<file path="config.mk">
export PLATFORM = sky130hd
export DESIGN_NAME = spwm_top
export DESIGN_NICKNAME = d
export VERILOG_FILES = /design/src/rtl/spwm_pkg.sv /design/src/rtl/spwm_top.sv
export SDC_FILE = /design/constraint.sdc
export NUM_CORES = 1
export LEC_CHECK = 0
export ABC_AREA = 1
export BUFFER_PORTS_ARGS = -buffer_cell sky130_fd_sc_hd__buf_2
export CELL_PAD_IN_SITES_DETAIL_PLACEMENT = 0
export CELL_PAD_IN_SITES_GLOBAL_PLACEMENT = 2
export CORE_MARGIN = 2
export CORE_UTILIZATION = 36
export CTS_CLUSTER_SIZE = 30
export DETAILED_ROUTE_END_ITERATION = 10
export GPL_TIMING_DRIVEN = 0
export HOLD_SLACK_MARGIN = 0.03
export PLACE_DENSITY_LB_ADDON = 0.1
export SLEW_MARGIN = 15
export SYNTH_ARGS = -nofsm -noshare
export SYNTH_HDL_FRONTEND = slang
export SYNTH_SLANG_ARGS = --single-unit
export TNS_END_PERCENT = 5
</file>
<file path="constraint.sdc">
create_clock -name clk -period 4.9 [get_ports clk]
set_input_delay 0.245 -clock clk [delete_from_list [all_inputs] [get_ports clk]]
set_output_delay 0.245 -clock clk [all_outputs]
set_load 0.02 [all_outputs]
</file>
<file path="src/rtl/spwm_pkg.sv">
// Functional notes
// - 8-bit period count compared to limit; cleared on increment after equality.
// - period lasts (limit+1) x 4 clocks x prescale ratio.
// - pin set at each rollover unless duty value is zero.
// - rollover copies buffered duty into active latch and low-bit latch.
// - duty is 10 bits: buffer holds upper 8, control bits 5-4 lower 2.
// - duty writes accepted anytime, take effect only at next rollover.
// - in pwm mode the active duty latch is read only.
// - time base is count plus clock counter or two prescaler bits.
// - time base equal to latched duty drives pin low.
// - postscale select has no effect on period or frequency.
// - duty beyond period never matches; pin keeps its level.
// - resolution is log2 of 4 x (limit+1); 10 bits at 255.
// - sleep freezes count and pin; counting resumes from held value.
// - reset restores register defaults and releases the pin.
// - compare codes 1011 trigger, 1010 flag, 1001 clear, 1000 set, 0010 toggle.
// - capture codes 0111 16th, 0110 4th, 0101 rising, 0100 falling edge.
// - code 0000 turns module off and resets it; 0011, 0001 reserved. Here 0000 only clears the pin latch.
// - codes 11xx select pwm; bits 5-4 used only there.
// - control bits 7-6 read as zero.
package spwm_pkg;
    // --------------------------------------------------------------
    // register map
    // --------------------------------------------------------------
    localparam int ADDR_W = 3;
    localparam logic [ADDR_W-1:0] ADDR_CTRL = 3'h0;
    localparam logic [ADDR_W-1:0] ADDR_DBUF = 3'h1;
    localparam logic [ADDR_W-1:0] ADDR_DACT = 3'h2;
    localparam logic [ADDR_W-1:0] ADDR_LIMIT = 3'h3;
    localparam logic [ADDR_W-1:0] ADDR_TCON = 3'h4;
    localparam logic [ADDR_W-1:0] ADDR_COUNT = 3'h5;
    // --------------------------------------------------------------
    // field positions
    // --------------------------------------------------------------
    localparam int CTRL_MODE_LSB = 0;
    localparam int CTRL_DLOW_LSB = 4;
    localparam int TCON_PS_LSB = 0;
    localparam int TCON_RUN_BIT = 2;
    localparam int TCON_POST_LSB = 3;
    // --------------------------------------------------------------
    // mode codes
    // --------------------------------------------------------------
    localparam logic [3:0] MODE_OFF = 4'h0;
    localparam logic [3:0] MODE_RSV1 = 4'h1;
    localparam logic [3:0] MODE_CMP_TOGGLE = 4'h2;
    localparam logic [3:0] MODE_RSV3 = 4'h3;
    localparam logic [3:0] MODE_CAP_FALL = 4'h4;
    localparam logic [3:0] MODE_CAP_RISE = 4'h5;
    localparam logic [3:0] MODE_CAP_RISE4 = 4'h6;
    localparam logic [3:0] MODE_CAP_RISE16 = 4'h7;
    localparam logic [3:0] MODE_CMP_SET = 4'h8;
    localparam logic [3:0] MODE_CMP_CLEAR = 4'h9;
    localparam logic [3:0] MODE_CMP_FLAG = 4'hA;
    localparam logic [3:0] MODE_CMP_TRIG = 4'hB;
    localparam logic [1:0] MODE_PWM_HI = 2'h3;
    // --------------------------------------------------------------
    // timing
    // --------------------------------------------------------------
    localparam logic [1:0] PS_DIV1 = 2'h0;
    localparam logic [1:0] PS_DIV4 = 2'h1;
    localparam logic [1:0] OSC_LAST = 2'h3;
    localparam logic [3:0] PS_LAST = 4'hF;
    // --------------------------------------------------------------
    // state
    // --------------------------------------------------------------
    typedef struct packed {
        logic [3:0] mode;
        logic [1:0] dlow;
        logic [7:0] dbuf;
        logic [7:0] dact;
        logic [1:0] dlow_latch;
        logic [7:0] limit;
        logic [6:0] tcon;
        logic [7:0] count;
        logic [1:0] osc_cnt;
        logic [3:0] ps_cnt;
        logic pin;
        logic [7:0] rdata;
    } spwm_state_t;
    localparam spwm_state_t STATE_RST = '0;
endpackage : spwm_pkg

</file>
<file path="src/rtl/spwm_top.sv">
// Implementation choices: the placing of the registers and the strobed register port.
`timescale 1ns/1ns
module spwm_top
(
    // clock and reset
    input wire logic clk,
    input wire logic sys_rst,
    // register port
    input wire logic [spwm_pkg::ADDR_W-1:0] reg_addr,
    input wire logic [7:0] reg_wdata,
    input wire logic reg_wr,
    input wire logic reg_rd,
    output logic [7:0] reg_rdata,
    // power state
    input wire logic sleep_req,
    // waveform pin
    output logic waveform_pin_o,
    output logic waveform_pin_oe
);
    import spwm_pkg::*;

    // --------------------------------------------------------------
    // state
    // --------------------------------------------------------------
    spwm_state_t st_reg;
    spwm_state_t st_next;
    logic pwm_on;
    logic run;
    logic osc_end;
    logic ps_end;
    logic tick;
    logic wrap;
    logic [1:0] prescale;
    logic [1:0] tb_low;
    logic [9:0] time_base;
    logic [9:0] duty_active;
    logic [9:0] duty_buffered;
    logic [9:0] tb_ahead;
    logic cmp_mode;
    logic cap_mode;
    logic rsv_mode;

    // --------------------------------------------------------------
    // next state
    // --------------------------------------------------------------
    always_comb
    begin
        st_next = st_reg;
        st_next.rdata = 8'h00;
        pwm_on = (st_reg.mode[3:2] == MODE_PWM_HI);
        prescale = st_reg.tcon[TCON_PS_LSB +: 2];
        run = st_reg.tcon[TCON_RUN_BIT] && !sleep_req;
        osc_end = (st_reg.osc_cnt == OSC_LAST);
        // postscale field is stored only, never consulted
        case (prescale)
            PS_DIV1:
            begin
                ps_end = 1'b1;
                tb_low = st_reg.osc_cnt;
            end
            PS_DIV4:
            begin
                ps_end = (st_reg.ps_cnt[1:0] == OSC_LAST);
                tb_low = st_reg.ps_cnt[1:0];
            end
            default:
            begin
                ps_end = (st_reg.ps_cnt == PS_LAST);
                tb_low = st_reg.ps_cnt[3:2];
            end
        endcase
        tick = run && osc_end && ps_end;
        wrap = tick && (st_reg.count == st_reg.limit);
        time_base = {st_reg.count, tb_low};
        duty_active = {st_reg.dact, st_reg.dlow_latch};
        duty_buffered = {st_reg.dbuf, st_reg.dlow};
        // engine modes only stop the pwm path here
        cmp_mode = (st_reg.mode == MODE_CMP_SET)
            || (st_reg.mode == MODE_CMP_CLEAR)
            || (st_reg.mode == MODE_CMP_FLAG)
            || (st_reg.mode == MODE_CMP_TRIG)
            || (st_reg.mode == MODE_CMP_TOGGLE);
        cap_mode = (st_reg.mode == MODE_CAP_FALL)
            || (st_reg.mode == MODE_CAP_RISE)
            || (st_reg.mode == MODE_CAP_RISE4)
            || (st_reg.mode == MODE_CAP_RISE16);
        rsv_mode = (st_reg.mode == MODE_RSV1)
            || (st_reg.mode == MODE_RSV3);
        // prescaler chain
        if (run)
        begin
            st_next.osc_cnt = 2'(st_reg.osc_cnt + 2'h1);
            if (osc_end)
            begin
                if (ps_end)
                begin
                    st_next.ps_cnt = 4'h0;
                end
                else
                begin
                    st_next.ps_cnt = 4'(st_reg.ps_cnt + 4'h1);
                end
            end
        end
        // period counter and rollover
        if (wrap)
        begin
            st_next.count = 8'h00;
            if (pwm_on)
            begin
                st_next.dact = st_reg.dbuf;
                st_next.dlow_latch = st_reg.dlow;
                st_next.pin = (duty_buffered != 10'h000);
            end
        end
        else if (tick)
        begin
            st_next.count = 8'(st_reg.count + 8'h01);
        end
        // time base one cycle ahead, so the pin falls on the match step
        case (prescale)
            PS_DIV1:
            begin
                tb_ahead = {st_next.count, st_next.osc_cnt};
            end
            PS_DIV4:
            begin
                tb_ahead = {st_next.count, st_next.ps_cnt[1:0]};
            end
            default:
            begin
                tb_ahead = {st_next.count, st_next.ps_cnt[3:2]};
            end
        endcase
        // duty match, never reached when duty exceeds the period
        if (!wrap && run && pwm_on && tb_ahead == duty_active)
        begin
            st_next.pin = 1'b0;
        end
        // off mode clears the output latch
        if (st_reg.mode == MODE_OFF)
        begin
            st_next.pin = 1'b0;
        end
        // register writes
        if (reg_wr)
        begin
            case (reg_addr)
                ADDR_CTRL:
                begin
                    st_next.mode = reg_wdata[CTRL_MODE_LSB +: 4];
                    st_next.dlow = reg_wdata[CTRL_DLOW_LSB +: 2];
                end
                ADDR_DBUF:
                begin
                    st_next.dbuf = reg_wdata;
                end
                ADDR_DACT:
                begin
                    if (!pwm_on)
                    begin
                        st_next.dact = reg_wdata;
                    end
                end
                ADDR_LIMIT:
                begin
                    st_next.limit = reg_wdata;
                end
                ADDR_TCON:
                begin
                    st_next.tcon = reg_wdata[6:0];
                end
                ADDR_COUNT:
                begin
                    st_next.count = reg_wdata;
                    st_next.osc_cnt = 2'h0;
                    st_next.ps_cnt = 4'h0;
                end
                default:
                begin
                    st_next.count = st_next.count;
                end
            endcase
        end
        // register reads, data in the following cycle
        if (reg_rd)
        begin
            case (reg_addr)
                ADDR_CTRL:
                begin
                    st_next.rdata = {2'h0, st_reg.dlow, st_reg.mode};
                end
                ADDR_DBUF:
                begin
                    st_next.rdata = st_reg.dbuf;
                end
                ADDR_DACT:
                begin
                    st_next.rdata = st_reg.dact;
                end
                ADDR_LIMIT:
                begin
                    st_next.rdata = st_reg.limit;
                end
                ADDR_TCON:
                begin
                    st_next.rdata = {1'b0, st_reg.tcon};
                end
                ADDR_COUNT:
                begin
                    st_next.rdata = st_reg.count;
                end
                default:
                begin
                    st_next.rdata = 8'h00;
                end
            endcase
        end
    end

    // --------------------------------------------------------------
    // registers
    // --------------------------------------------------------------
    always_ff @(posedge clk)
    begin
        if (sys_rst)
        begin
            st_reg <= STATE_RST;
        end
        else
        begin
            st_reg <= st_next;
        end
    end

    // --------------------------------------------------------------
    // outputs
    // --------------------------------------------------------------
    assign reg_rdata = st_reg.rdata;
    assign waveform_pin_o = st_reg.pin;
    assign waveform_pin_oe = pwm_on;
endmodule : spwm_top

</file>
=== Word level (Yosys, flattened, before mapping) ===
Index checks and enable logic that the tools add are counted.

* Register bits after elaboration: 62
* Bits of input ports: 16
* Output and inout bits: 10
* Logic and storage cells: 64

* Add/subtract/negate cells: 3
* Equal/unequal tests: 12
* Muxes and demuxes: 16
* Bitwise logic cells: 1
* Reductions and logical operators: 20

{| class="wikitable"
|+ Operator list
! kind !! count
|-
| 8-bit two-way mux || 6
|-
| 8-bit one-hot mux with 6 select lines || 1
|-
| 10-bit two-way mux || 2
|-
| 14-bit two-way mux || 1
|-
| 6-bit two-way mux || 2
|-
| 10-bit equality test || 1
|-
| 2-bit AND reduction || 5
|-
| 10-bit nonzero test || 1
|-
| 8-bit by 1-bit adder with 8-bit output (second input constant) || 1
|-
| 8-bit equality test || 1
|-
| 4-bit two-way mux || 2
|-
| 1-bit logical AND || 7
|-
| 2-bit equality test (second input constant) || 3
|-
| 3-bit by 2-bit equality test with 1-bit output (second input constant) || 2
|-
| 3-bit equality test (second input constant) || 2
|-
| 4-bit by 1-bit adder with 4-bit output (second input constant) || 1
|-
| 4-bit equality test (second input constant) || 1
|-
| 4-bit logical NOT || 1
|-
| 2-bit one-hot mux with 2 select lines || 1
|-
| 3-bit by 1-bit equality test with 1-bit output (second input constant) || 1
|-
| 3-bit logical NOT || 1
|-
| 3-bit OR reduction || 1
|-
| 2-bit by 1-bit adder with 2-bit output (second input constant) || 1
|-
| 2-bit by 1-bit equality test with 1-bit output (second input constant) || 1
|-
| 5 further kinds || 6
|}

=== Depth between registers and ports, before layout ===
* Depth in word-level cells: 10
* Mapped depth: 15
* Gate-level depth less buffers: 15

=== Least setup slack after synthesis ===
No wires, ideal clock.

* Path kind: register to register
* Start point: reg st_reg[13] (netlist name)
* End point: reg st_reg (netlist bit waveform_pin_o)
* Library setup time: 0.119 ns
* Arrival time: 1.598 ns
* Required time: 4.781 ns
* Slack: 3.183 ns
* Stages on the path, launching flop included: 16
* Path buffers: 1
* Period minus slack after synthesis: 1.717 ns
* Cell sequence: dfxtp_1 -> ha_1 -> nand3_4 -> clkinv_4 -> nand3_4 -> inv_6 -> buf_12 -> nand2_2 -> nand2_2 -> nand2_2 -> nand2_1 -> nand2_1 -> nor2_1 -> nand3_1 -> nor2_1 -> nor2_1

* Longest elaborated chain between the ends: 9
* Elaborated cells between the ends (all ways): 17
* Those cells by class: add/sub (1); eq/ne (2); mux (5); reduce/logical (9)

{| class="wikitable"
|+ Ends and longest elaborated chain
! what !! RTL line !! source
|-
| start, declared || spwm_top.sv:25 || <nowiki>spwm_state_t st_reg;</nowiki>
|-
| start signal, assigned || spwm_top.sv:232 || <nowiki>st_reg <= st_next;</nowiki>
|-
| parallel branches: the longest is 9 deep, another holds 2-bit by 1-bit adder with 2-bit output || - ||
|}

Parallel ways; which one is timed is not known.
A chain may end at the register's enable or synchronous reset.

=== Final worst setup path ===
* Start point: reg st_reg[18] (netlist name)
* End point: reg st_reg (netlist bit waveform_pin_o)

* Longest elaborated chain between the ends: 7
* Elaborated cells between the ends (all ways): 12
* Those cells by class: add/sub (1); eq/ne (2); mux (2); reduce/logical (7)

{| class="wikitable"
|+ Ends and longest elaborated chain
! what
|-
| parallel branches: the longest is 7 deep, another holds 8-bit by 1-bit adder with 8-bit output
|}

Parallel ways; which one is timed is not known.

==> impl_metrics.yaml <==
clock_tree:
  cts_tree: "done"
  clk_pin_slew_ns: 0.08
  post_cts_resized: 0
  clock_latency_ns: 0.35
  clock_sinks: 62
  htree_levels: 3
  root_buffer: "clkbuf_8"
  postCtsSetupBuffers: 0
  cts-buffers-inserted: 9
  cts.path.max_buffers: 2
  cts_hold_buffers: 0
detailed_routing:
  viasPerCell: 5.087
  wirelength_met1_um: 5465
  vias: 3459
  routed_wl_um: 11630
  highest_layer: "met4"
  drt_iter0_markers: 250
  antenna_left: 0
  drc_errors: 0
  firstDrtPassIters: 4
  routedWlPerCell_um: 17.10
  routed-wl-met2_um: 5421
  met3_length_um: 531
layout:
  largest_reg_flops: 31
  nets: 565
  syn_to_final_growth_pct: 13.67
  antenna_cells: 0
  multi_input_area_mm2: 0.001757
  regArea_mm2: 0.001241
  layout-drive-gt1-share: 0.1343
  stdcell_count: 680
  finish.utilization: 0.4225
  final.fill_count: 1042
power:
  peakVddDrop_uv: 124.4
  p_per_area_mw_per_mm2: 283.6
  p_leak_nw: 1.630
global_route:
  overflow: 0
  grt_max_degree: 12
  grt_pass1_wl_um: 17820
  grt_antenna_before_repair: 0
  first_global_vias: 3219
  grt_usage: 0.2348
sta:
  period_share: 0.4205
  setup_viol: 0
  period_needed_ns: 2.061
  fmax_mhz: 485.3
  tightest_slew_ns: 0.5367
  relSlewSlack: 0.6422
  drv_slew: 0
  rsz0062_at_grt: "no"
  skew_ns: 0.01040
  hold_violations: 0
  tns_ns: 0
critical_path:
  path_cells: "inv_2 -> nand2_1 -> nand2_1 -> nor2_1 -> nand2_1 -> nor2_2 -> nand2_1 -> nand3b_1 -> nand2_1 -> nor2_1 -> nand3_1 -> nor2_1 -> nor2_1"
  reg2reg_depth: 13
  cp-start-kind: "register"
  crit_buf_inv: 1
  worstSetupEndpointType: "register"
  critical-path-slowest-cell: "dfxtp_1"
  cp_num_cells: 13
  cp_data_required_time_ns: 5.14
  path_max_fanout: 8
  regToRegSetupSlack_ns: 2.84
  path_common_cell: "nand2_1"
  cp.arrival_ns: 2.30
  slowest_delay_ns: 0.54
  critPathKind: "register to register"
  critPathTopFamily: "simple AND/OR/NAND/NOR gates"
logic_synthesis:
  yosysTopAreaCell: "dfxtp_1"
  yosys.area.top_type_share: 0.3597
  synth.area.top_cells: "dfxtp_1, nand2_1, inv_1, a21oi_1, o21ai_0"
  yosys_warnings: 0
  netlist_area_mm2: 0.003451
  ys.flop_type: "dfxtp_1"
  synth_edf_count: 0
  syn-num-nets: 530
  syn_inst: 511
  ys_types: 38
  ys_seq_area_frac: 0.3597
  async_reset_ff_frac: 0
  syn_avg_cell_area_um2: 6.753
  ys_ff_latch: 62
worst_hold_path:
  hold_depth: 2
  hold_class: "input pin to register"
die:
  start_util: 0.3717
  boundaryPins: 26
  dieHeight_um: 101.9
  die_area_mm2: 0.01038
  die_x_um: 101.9
  core.rowCount: 35
  core-area_mm2: 0.009284
placed_design:
  hpwlAfterDp_um: 9033
  placedCellCount: 664
  globalplace.congestion: 0.8694
  port_buffers: 24
flow_run:
  cap_violations: 0
run_status:
  status: "complete, no violations"
==> logic make-up (layout without fill, tap and decap cells) <==
kind of cell             Yosys count  count (layout)  share of synthesized area
AO/OA/AOI/OAI                    123             123                     0.2074
XOR/XNOR                           4               4                    0.01015
adder cells (fa/ha/maj)            3               3                    0.01088
buffers and inverters            102             142                     0.1313
flip-flops                        62              62                     0.3597
AND/OR/NAND/NOR                  217             217                     0.2806
==> power breakdown <==
| part | switching (W) | internal [W] |
|---|---|---|
| clock | 0.000224 | 0.000233 |
| sequential | 0.0000137 | 0.000518 |
| combinational | 0.0000861 | 0.0000380 |
| total | 0.000323 | 0.000789 |
==> per-stage QoR <==
stage / total power [W] / setup slack, ns / area [µm²] / hold WS [ns]
after CTS: 0.001117 / 2.831 / 3923 / 0.1754
after detailed placement: 0.0006655 / 2.844 / 3732 / 0.4471
after global routing: 0.001152 / 2.614 / 3923 / 0.1899
final: 0.001112 / 2.839 / 3923 / 0.1878
after global placement: 0.0006655 / 2.857 / 3732 / 0.4406
after floorplan: 0.0006177 / 3.183 / 3451 / 0.3141
==> area by class of cell <==
cell class,instances,share of cell area
clock inverter,6,0.01595
timing repair buffer,24,0.03062
tap,129,0.04115
buffer,23,0.03732
sequential,62,0.3164
multi-input combinational,347,0.4478
clock buffer,10,0.03254
inverter,79,0.07815
==> cell usage after synthesis (2+ instances only) <==
| library cell | n |
|---|---|
| o21ai_0 | 39 |
| nand3_4 | 2 |
| a31oi_1 | 5 |
| o22ai_1 | 12 |
| nand3b_1 | 2 |
| nand2_2 | 6 |
| inv_1 | 74 |
| o211ai_1 | 11 |
| ha_1 | 3 |
| buf_2 | 2 |
| clkbuf_1 | 9 |
| xor2_1 | 2 |
| nor2_1 | 33 |
| nand4_1 | 12 |
| o21ai_2 | 2 |
| a221oi_1 | 4 |
| nor2_2 | 3 |
| a311oi_1 | 3 |
| nand3_1 | 28 |
| a21oi_1 | 42 |
| xnor2_1 | 2 |
| nor3_1 | 4 |
| dfxtp_1 | 62 |
| nand2_1 | 124 |
| buf_4 | 11 |
| inv_2 | 2 |
==> cells in the final DEF (no fill, tap or decap), types with 2 or more instances in the layout <==
cell type	n
o21ai_0	39
inv_1	74
a311oi_1	3
o211ai_1	11
xnor2_1	2
clkinv_2	2
nand3_1	28
xor2_1	2
a31oi_1	5
o21ai_2	2
nor2_1	33
a21oi_1	42
nand2_2	6
nand3b_1	2
nand2_1	124
nand3_4	2
nand4_1	12
a221oi_1	4
buf_4	11
clkbuf_1	10
nor2_2	3
dfxtp_1	62
o22ai_1	12
clkbuf_8	9
inv_2	2
nor3_1	4
clkinvlp_4	3
buf_2	26
ha_1	3
==> final timing paths <==
check                           startpoint               end
worst min register to register  st_reg[27]        st_reg[27]
worst max-delay path            st_reg[18]    waveform_pin_o
worst min-delay path               sys_rst  duty_buffered[1]
worst max register to register  st_reg[18]    waveform_pin_o
==> routing by layer <==
metal	vias to the layer above	track usage
met2	89	0.3750
met1	1597	0.3254
met4	0	0.07282
met5	-	0
li1	1757	-
met3	16	0.03899
==> worst register-to-register path, delay by kind of cell (launching register included) <==
family | cells | cell delay [ns]
and+or+nand+nor | 12 | 1.31
DFF | 1 | 0.54
buffers and inverters | 1 | 0.11
Note: power is estimated with default switching activity, not from simulation.
